File: src/spi_chain_params.svh
// constants of the daisy-chain serial register port
`ifndef SPI_CHAIN_PARAMS_SVH
`define SPI_CHAIN_PARAMS_SVH
`define FRAME_BITS      16
`define ADDR_BITS       7
`define DATA_BITS       8
`define CMD_BIT_POS     15
`define ADDR_MSB_POS    14
`define ADDR_LSB_POS    8
`define CMD_READ        1'h1
`define CMD_WRITE       1'h0
`define SHIFT_RESET     16'h0000
`define SSN_SYNC_RESET  2'h3
`define SSN_PREV_RESET  1'h1
`endif

File: src/spi_chain_pkg.sv
// types of the daisy-chain serial register port
package spi_chain_pkg;
   typedef struct packed {
      logic [1:0] sck_sync;
      logic [1:0] ssn_sync;
      logic [1:0] mosi_sync;
      logic [1:0] en_sync;
      logic       sck_prev;
      logic       ssn_prev;
   } pin_sync_t;

   typedef struct packed {
      logic       wr_strobe;
      logic [6:0] wr_addr;
      logic [7:0] wr_data;
      logic       rd_req;
      logic [6:0] rd_addr;
   } reg_req_t;

   typedef enum logic {ST_IDLE, ST_FRAME} port_state_t;

   typedef struct packed {
      pin_sync_t   pins;
      port_state_t state;
      logic [15:0] shift;
      logic        miso;
      logic        miso_oe;
      logic        rd_load;
      reg_req_t    req;
   } port_state_all_t;
endpackage : spi_chain_pkg

File: src/spi_chain_port.sv
// serial register port of one device in an spi daisy chain
// Notes on behaviour
// - serial access only while select enable high
// - single-device frame is 16 bits, select low
// - frame: command, 7-bit address, data byte
// - sample mosi on rise, change miso on fall
// - old register contents shift out on miso
// - drive miso only while select low
// - write executes when select rises
// - read loads register value into data byte
// - read value appears in dummy's last bits
// - chained read is 32xN bits in two passes
`timescale 1ns/1ps
`include "spi_chain_params.svh"
module spi_chain_port
(
   input  wire logic        mclk_in,
   input  wire logic        sys_rst_in,
   input  wire logic        spi_en_in,
   input  wire logic        sck_in,
   input  wire logic        ss_n_in,
   input  wire logic        mosi_in,
   input  wire logic [7:0]  rd_data_in,
   output logic             miso_out,
   output logic             miso_oe_out,
   output logic             wr_strobe_out,
   output logic [6:0]       wr_addr_out,
   output logic [7:0]       wr_data_out,
   output logic             rd_req_out,
   output logic [6:0]       rd_addr_out,
   output logic             spi_mode_out
);
   spi_chain_pkg::port_state_all_t s_reg;
   spi_chain_pkg::port_state_all_t s_next;

   logic sck_rise;
   logic sck_fall;
   logic ss_fall;
   logic ss_rise;
   logic ss_low;
   logic en;

   ////////////////////////////////////////////////////////////////////////
   // edge detection on synchronised pins
   assign sck_rise = s_reg.pins.sck_sync[1] & ~s_reg.pins.sck_prev;
   assign sck_fall = ~s_reg.pins.sck_sync[1] & s_reg.pins.sck_prev;
   assign ss_fall  = ~s_reg.pins.ssn_sync[1] & s_reg.pins.ssn_prev;
   assign ss_rise  = s_reg.pins.ssn_sync[1] & ~s_reg.pins.ssn_prev;
   assign ss_low   = ~s_reg.pins.ssn_sync[1];
   assign en       = s_reg.pins.en_sync[1];

   ////////////////////////////////////////////////////////////////////////
   // next state
   always_comb
   begin
      s_next = s_reg;
      s_next.pins.sck_sync  = {s_reg.pins.sck_sync[0], sck_in};
      s_next.pins.ssn_sync  = {s_reg.pins.ssn_sync[0], ss_n_in};
      s_next.pins.mosi_sync = {s_reg.pins.mosi_sync[0], mosi_in};
      s_next.pins.en_sync   = {s_reg.pins.en_sync[0], spi_en_in};
      s_next.pins.sck_prev  = s_reg.pins.sck_sync[1];
      s_next.pins.ssn_prev  = s_reg.pins.ssn_sync[1];
      s_next.req.wr_strobe  = 1'h0;
      s_next.req.rd_req     = 1'h0;
      s_next.rd_load        = 1'h0;
      // read data is taken in the same cycle the request is out
      if (s_reg.rd_load)
      begin
         s_next.shift[`DATA_BITS-1:0] = rd_data_in;
      end
      s_next.miso_oe = en & ss_low;
      if (!en)
      begin
         s_next.state   = spi_chain_pkg::ST_IDLE;
         s_next.miso_oe = 1'h0;
      end
      else
      begin
         case (s_reg.state)
            spi_chain_pkg::ST_IDLE:
            begin
               if (ss_fall)
               begin
                  s_next.state = spi_chain_pkg::ST_FRAME;
                  s_next.miso  = s_reg.shift[`FRAME_BITS-1];
               end
            end
            spi_chain_pkg::ST_FRAME:
            begin
               if (ss_rise)
               begin
                  s_next.state = spi_chain_pkg::ST_IDLE;
                  // frame executes on the select rising edge
                  if (s_reg.shift[`CMD_BIT_POS] == `CMD_WRITE)
                  begin
                     s_next.req.wr_strobe = 1'h1;
                     s_next.req.wr_addr   =
                        s_reg.shift[`ADDR_MSB_POS:`ADDR_LSB_POS];
                     s_next.req.wr_data   =
                        s_reg.shift[`DATA_BITS-1:0];
                  end
                  else
                  begin
                     s_next.req.rd_req  = 1'h1;
                     s_next.req.rd_addr =
                        s_reg.shift[`ADDR_MSB_POS:`ADDR_LSB_POS];
                     s_next.rd_load     = 1'h1;
                  end
               end
               else if (sck_rise)
               begin
                  s_next.shift = {s_reg.shift[`FRAME_BITS-2:0],
                                  s_reg.pins.mosi_sync[1]};
               end
               else if (sck_fall)
               begin
                  s_next.miso = s_reg.shift[`FRAME_BITS-1];
               end
            end
            default:
            begin
               s_next.state = spi_chain_pkg::ST_IDLE;
            end
         endcase
      end
   end

   ////////////////////////////////////////////////////////////////////////
   // registers
   always_ff @(posedge mclk_in)
   begin
      if (sys_rst_in)
      begin
         s_reg       <= '0;
         s_reg.shift <= `SHIFT_RESET;
         s_reg.state <= spi_chain_pkg::ST_IDLE;
         // select idles high: no false select edge after reset
         s_reg.pins.ssn_sync <= `SSN_SYNC_RESET;
         s_reg.pins.ssn_prev <= `SSN_PREV_RESET;
      end
      else
      begin
         s_reg <= s_next;
      end
   end

   assign miso_out      = s_reg.miso;
   assign miso_oe_out   = s_reg.miso_oe;
   assign wr_strobe_out = s_reg.req.wr_strobe;
   assign wr_addr_out   = s_reg.req.wr_addr;
   assign wr_data_out   = s_reg.req.wr_data;
   assign rd_req_out    = s_reg.req.rd_req;
   assign rd_addr_out   = s_reg.req.rd_addr;
   assign spi_mode_out  = s_reg.pins.en_sync[1];
endmodule : spi_chain_port

File: config.mk
export PLATFORM = sky130hd
export DESIGN_NAME = spi_chain_port
export DESIGN_NICKNAME = d
export VERILOG_FILES = /design/src/spi_chain_pkg.sv /design/src/spi_chain_port.sv
export VERILOG_INCLUDE_DIRS = /design/src
export SDC_FILE = /design/constraint.sdc
export NUM_CORES = 1
export LEC_CHECK = 0
export ABC_AREA = 1
export BUFFER_PORTS_ARGS = -buffer_cell sky130_fd_sc_hd__buf_4
export CAP_MARGIN = 20
export CORE_MARGIN = 5
export CORE_UTILIZATION = 30
export DETAILED_ROUTE_END_ITERATION = 8
export PLACE_DENSITY = 0.49
export SLEW_MARGIN = 10
export SYNTH_ARGS = -nofsm -noshare
export SYNTH_HDL_FRONTEND = slang
export SYNTH_SLANG_ARGS = --single-unit
export TNS_END_PERCENT = 30
File: constraint.sdc
create_clock -name mclk_in -period 2.77 [get_ports mclk_in]
set_clock_uncertainty 0.2 [all_clocks]
set_input_delay 0.1385 -clock mclk_in [delete_from_list [all_inputs] [get_ports mclk_in]]
set_output_delay 0.1385 -clock mclk_in [all_outputs]
set_load 0.01 [all_outputs]
; Word level (Yosys, flattened, before mapping)
; Cells that the tools add are included.
; W data, S select, Z words.
[classes]
eq_ne = 4
n_mux = 15
n_bitwise = 13
reduce_logical = 6
[ops]
columns = op, n
row1 = $mux W8, 4
row2 = $mux W9, 2
row3 = $mux W16, 1
row4 = $reduce_and A4 Y1, 3
row5 = $not A1 Y1, 8
row6 = $mux W1, 6
row7 = $ne A2 B2 Y1 const B, 3
row8 = $and A1 B1 Y1, 5
row9 = $reduce_and A5 Y1, 1
row10 = $pmux W1 S2, 2
row11 = $reduce_or A4 Y1, 1
row12 = $ne A2 B1 Y1 const B, 1
row13 = $reduce_or A2 Y1, 1
[word_totals]
regBits = 54
in_bits = 14
output_inout_bits = 27
elab_cells = 55

; Longest topological paths before layout
; Gate-level depths: netlist of the first run.
[depth]
depth_word = 7
depth_mapped = 8

; Least setup slack after synthesis of the first run
; No wires, ideal clock.
[synth_timing]
path_kind = register -> register
start = register s_reg (netlist bit spi_mode_out)
end = register s_reg (netlist bit wr_data_out[6])
setup_time_ns = 0.116
arrival_time_ns = 0.987
setup_slack_ns = 1.468
stages_incl_launch_ff = 7
synth_period_minus_slack_ns = 1.302
path_cell_list = dfxtp_1 -> nand2_2 -> clkinv_4 -> nand3b_4 -> buf_6 -> o21ai_0 -> nor2_1
[synth_via]
elab_chain_cells = 1
[synth_rtl]
columns = item, line
row1 = start: declaration, spi_chain_port.sv:33  ; spi_chain_pkg::port_state_all_t s_reg;
row2 = start signal: assignment, spi_chain_port.sv:143  ; s_reg <= s_next;
row3 = $reduce_and A4 Y1 (no line), n/a
; No other way between the ends.
; A chain may end at the register's enable or synchronous reset.

==> results of run 1 <==
==> metrics by stage <==
step	util [%]	power (mW)	cells	cell area, µm²
after global placement	33.83	0.8364	377	2311
after global routing	37.99	1.502	400	2595
after floorplan	-	0.8146	272	2126
after detailed placement	33.83	0.8368	377	2311
after CTS	37.99	1.466	400	2595
final	37.99	1.441	400	2595
==> cell type report <==
type / count / area [µm²]
inverters: 20 / 82.58
well taps: 96 / 120.1
multi-input cells: 167 / 739.5
repair buffers: 56 / 457.9
flip-flops and latches: 53 / 1061
clock inverters: 3 / 65.06
fillers: 765 / 4237
clock buffers: 5 / 68.82
==> critical path, cell delays in order <==
cell and delay, ps:
dlygate4sd3_1 530, buf_4 170, inv_1 480, buf_4 300
o21ai_0 110, nor2_1 80
==> layer usage <==
layer | up-vias | global-route usage [%] | wire [µm]
li1 | 880 | - | -
met4 | 0 | 3.249 | 61
met1 | 730 | 12.09 | 1928
met5 | - | 0 | 0
met2 | 26 | 16.43 | 1889
met3 | 7 | 3.125 | 214
==> cells in the final DEF, fill, tap and decap left out, drive strengths merged <==
master | netlist | final
a21oi | 4 | 4
and3 | 1 | 1
buf | 27 | 41
bufinv | 0 | 2
clkbuf | 5 | 5
clkinv | 1 | 2
dfxtp | 53 | 53
dlygate4sd3 | 0 | 15
inv | 19 | 19
nand2 | 30 | 30
nand3 | 11 | 11
nand3b | 1 | 1
nor2 | 86 | 86
o21ai | 32 | 32
or2 | 2 | 2
==> report_power, final <==
| part | internal, mW | leakage [nW] | switching (mW) |
|---|---|---|---|
| Clock | 0.359 | 0.0681 | 0.248 |
| Sequential | 0.768 | 0.429 | 0.00280 |
| Combinational | 0.0359 | 0.703 | 0.0277 |
| Total | 1.16 | 1.20 | 0.278 |
==> path summary, 6_finish.rpt <==
kind,cells after the start,to,slack [ps],from
worst max register to register,6,s_reg[29],1270,s_reg[43]
worst min register to register,2,spi_mode_out,210,s_next[47]
worst min-delay path,5,s_reg[29],8,rd_data_in[2]
worst max-delay path,6,s_reg[29],990,sys_rst_in
==> kinds of logic (layout without fill, tap and decap cells) <==
logic type / count (synthesis) / count (layout) / synth area share [%]
AO/OA/AOI/OAI: 36 / 36 / 8.475
buffers and inverters: 52 / 84 / 15.30
flip-flops: 53 / 53 / 49.91
AND/OR/NAND/NOR: 131 / 131 / 26.31
==> flow_summary.json, run 1 <==
{
  "cts_sinks": 53,
  "dpl.hpwl_um": 2847,
  "grt_remaining_overflow": 0,
  "yosysTopAreaCell": "dfxtp_1",
  "path_class": "primary input to flip-flop",
  "clockBufferDepth": 2,
  "yosysMostFrequentCell": "nor2_1",
  "status": "finished clean",
  "ys_types": 23,
  "grt_pass1_vias": 1522,
  "worstPathArrival_ps": 1820,
  "setup_tns_ps": 0,
  "fin_crit_ps": 1778,
  "yosys_warnings": 0,
  "timing.fmax_mhz": 562.5,
  "cts.htree.levels": 2,
  "ys_top_cells_by_count": "83 x nor2_1, 53 x dfxtp_1, 30 x o21ai_0",
  "worstSetupStartpointType": "primary input",
  "post-place-ws_ps": 1199,
  "largest_reg_flops": 21,
  "crit_fanout": 29,
  "gp_congestion": 0.7819,
  "antenna_found_initial": 0,
  "yosysTopAreaCellShare_pct": 49.91,
  "ctsHoldBuffers": 15,
  "n_antenna_cell": 0,
  "final_nets": 317,
  "cts_root_buffer": "clkbuf_8",
  "syn_to_final_growth_pct": 22.07,
  "max_cap_viol_count": 0,
  "viasPerCell": 4.108,
  "synth-seq-cells": 53,
  "end_kind": "flip-flop",
  "core-area_mm2": 0.006832,
  "clk_pin_slew_worst_paths_ps": 80,
  "p_leak_nw": 1.200,
  "setup_ws_ps": 992.2,
  "clock_latency_ps": 300,
  "synth_edf_count": 0,
  "cts-resized-gates": 0,
  "drc": 0,
  "post_cts_buffers": 0,
  "slew_viol_final": 0,
  "required_ps": 2810,
  "p_per_area_mw_per_mm2": 555.3,
  "fin_crit_sh_pct": 64.18,
  "initial_core_util_pct": 31.12,
  "vias": 1643,
  "die_y_um": 94.18,
  "synthTopCellsByArea": "dfxtp_1 50%, nor2_1 15%, buf_4 7.8%",
  "synthArstFlopShare_pct": 0,
  "fp-row-count": 30,
  "cts-buffers-inserted": 5,
  "cts_tree": "yes",
  "ys_seq_area_share_pct": 49.91,
  "timing.hold.ws_ps": 8.046,
  "grt_max_degree": 30,
  "boundaryPins": 41,
  "setup_viol": 0,
  "fp.dieW_um": 94.18,
  "synth_ff_type": "dfxtp_1",
  "syn_inst": 272,
  "slew_headroom_pct": 57.04,
  "grt_pass1_wl_um": 7003,
  "wl_um": 4093,
  "hold_class": "primary input to flip-flop",
  "firstDrtPassIters": 4,
  "synth_area_per_cell_um2": 7.815,
  "portBuffers": 40,
  "wire_per_inst_um": 10.23,
  "tightestPinTransition_ps": 643.7,
  "hold_viol_final": 0,
  "drt_iter0_drc": 81,
  "synth_nets": 286,
  "synth.cell_area_mm2": 0.002126,
  "peakVddDrop_mv": 0.1820,
  "drive_above_1_share_pct": 20.72,
  "globalRouteTotalUtil_pct": 9.903,
  "rsz0062_at_grt": "false",
  "die-area_mm2": 0.008870,
  "ant_nets": 0
}
No activity file was read; power rests on OpenSTA's default activity.
==> run 2: changes to the inputs <==
--- a/config.mk
+++ b/config.mk
@@ -12,7 +12,7 @@
 export CORE_MARGIN = 5
 export CORE_UTILIZATION = 30
 export DETAILED_ROUTE_END_ITERATION = 8
-export PLACE_DENSITY = 0.49
+export PLACE_DENSITY = 0.5
 export SLEW_MARGIN = 10
 export SYNTH_ARGS = -nofsm -noshare
 export SYNTH_HDL_FRONTEND = slang
==> constraint.sdc (replaced) <==
create_clock -name mclk_in -period 1.6 [get_ports mclk_in]
set_clock_uncertainty 0.2 [all_clocks]
set_input_delay 0.08 -clock mclk_in [delete_from_list [all_inputs] [get_ports mclk_in]]
set_output_delay 0.08 -clock mclk_in [all_outputs]
set_load 0.01 [all_outputs]
==> run 2 against run 1 <==
Compared with the run above:
- the flow now finishes with violations (hold timing)
- power increased by 65%
- worst setup slack worse by 940 ps
- count of clock-buffer cells in the layout up 2
- first-iteration DRC count fell by 4.9%
- wire length up 2.0%
- critical path type unchanged
- critical endpoint is now s_next[51]
- highest routed layer unchanged
==> flow_summary.json, run 2 (synthesis results as in run 1) <==
{
  "cts_sinks": 53,
  "die_y_um": 94.18,
  "p_leak_nw": 1.203,
  "cts_tree": "yes",
  "fill_cells": 746,
  "wl_um": 4173,
  "grt_pass1_vias": 1562,
  "min-delay-start": "rd_data_in[3]",
  "post-place-ws_ps": 130.4,
  "worstPathArrival_ps": 1540,
  "wire_per_inst_um": 10.35,
  "fin_crit_sh_pct": 96.75,
  "core-area_mm2": 0.006832,
  "slew_headroom_pct": 76.08,
  "fin_crit_ps": 1548,
  "clk_pin_slew_worst_paths_ps": 90,
  "cts-buffers-inserted": 5,
  "holdPathStages": 7,
  "drive_above_1_share_pct": 21.17,
  "switchingPower_mw": 0.4782,
  "grt_remaining_overflow": 0,
  "setup_viol": 0,
  "initial_core_util_pct": 31.12,
  "peakVddDrop_mv": 0.3696,
  "clock_latency_ps": 300,
  "max_cap_viol_count": 0,
  "final_area_mm2": 0.002605,
  "reg2reg_to": "s_reg[30]",
  "internal_power_mw": 1.905,
  "die-area_mm2": 0.008870,
  "rsz0062_at_grt": "false",
  "regToRegSetupSlack_ps": 170,
  "setup_ws_ps": 51.96,
  "grt_pass1_wl_um": 7307,
  "startpoint": "ss_n_in",
  "portBuffers": 40,
  "ant_nets": 0,
  "timing.fmax_mhz": 646.0,
  "hold_viol_final": 1,
  "cts_root_buffer": "clkbuf_8",
  "drt_iter0_drc": 77,
  "drc": 0,
  "crit_fanout": 1,
  "hold_class": "primary input to flip-flop",
  "slew_viol_final": 0,
  "antenna_found_initial": 0,
  "fin_util_pct": 38.13,
  "p_clk_share_pct": 39.1,
  "path_class": "primary input to flip-flop",
  "syn_to_final_growth_pct": 22.54,
  "fp-row-count": 30,
  "setup_tns_ps": 0,
  "status": "complete, but fails checks",
  "end_kind": "flip-flop",
  "gp_congestion": 0.8051,
  "violations": "hold timing",
  "ff2ff_path_depth": 7,
  "post_cts_buffers": 0,
  "timing.hold.ws_ps": -6.302,
  "worstSetupStartpointType": "primary input",
  "final_nets": 320,
  "p_per_area_mw_per_mm2": 915.0,
  "switching_share_pct": 20.06,
  "firstDrtPassIters": 4,
  "final_common_cell": "nor2_1",
  "fp.dieW_um": 94.18,
  "hold_path_end": "s_reg[30]",
  "grt_max_degree": 23,
  "required_ps": 1590,
  "clockBufferDepth": 2,
  "mostFrequentLayoutCells": "82 x nor2_1, 53 x dfxtp_1, 43 x buf_4",
  "cts.htree.levels": 2,
  "viasPerCell": 4.092,
  "place_area_mm2": 0.002326,
  "tightestPinTransition_ps": 358.4,
  "globalRouteTotalUtil_pct": 10.45,
  "boundaryPins": 41,
  "power_frac_comb_pct": 4.9,
  "n_antenna_cell": 0,
  "vias": 1649,
  "crit-reg2reg-launch": "s_reg[43]",
  "seqPwrFrac_pct": 56.0,
  "dpl.hpwl_um": 2917,
  "largest_reg_flops": 21
}
==> run 2: cell count changes in the layout (fill, tap and decap cells not counted), sizes merged <==
cell	change
clkinv	-1
clkbuf	+2
bufinv	-1
buf	+2
dlygate4sd3	+1
==> run 2: metal layers <==
layer  vias up  track usage, %  wire (µm)
met5         -               0          0
met4         0           3.249         55
met3         6           3.686        248
met2        28           17.14       1919
met1       725           12.75       1949
li1        890               -          -
==> run 2: worst max path at each step <==
stage | cells past startpoint | slack [ps] | end
floorplan | 6 | 300 | wr_data_out[6]
global placement | 7 | 160 | s_reg[30]
detailed placement | 7 | 130 | s_reg[30]
CTS | 4 | 60 | s_next[51]
global route | 4 | 40 | s_next[51]
finish | 4 | 50 | s_next[51]
==> run 2: final cells by class <==
type | count | area [µm²] | share of cell area [%]
inverters | 20 | 82.58 | 3.170
clock buffers | 7 | 86.33 | 3.314
clock inverters | 1 | 30.03 | 1.153
repair buffers | 59 | 483.0 | 18.54
multi-input cells | 167 | 742.0 | 28.48
well taps | 96 | 120.1 | 4.611
flip-flops and latches | 53 | 1061 | 40.73
==> run 2: power groups by stage <==
stage / Clock (mW) / Combinational, mW / Sequential (mW)
floorplan: 0 / 0.0454 / 1.36
global placement: 0 / 0.0866 / 1.36
detailed placement: 0 / 0.0872 / 1.36
CTS: 0.966 / 0.118 / 1.33
global route: 1.02 / 0.132 / 1.34
finish: 0.933 / 0.116 / 1.33
==> run 2: what timing repair did <==
item | CTS | global route
hold endpoints to repair | 18 | 0
hold buffers | 16 | 0
setup endpoints to repair | 0 | 2
gates resized for setup | 0 | 1
==> run 2: worst max-delay path, stage by stage <==
cell	delay, ps
dlygate4sd3_1	530
buf_4	120
or2_2	250
dlygate4sd3_1	550
==> run 2: stage by stage <==
step / hold WS, ps / std cells / power [mW]
after floorplan: -16.19 / 272 / 1.410
after detailed placement: 67.03 / 379 / 1.452
after global placement: 65.25 / 379 / 1.452
after CTS: 0.3747 / 403 / 2.419
final: -6.302 / 403 / 2.384
after global routing: 45.23 / 403 / 2.488
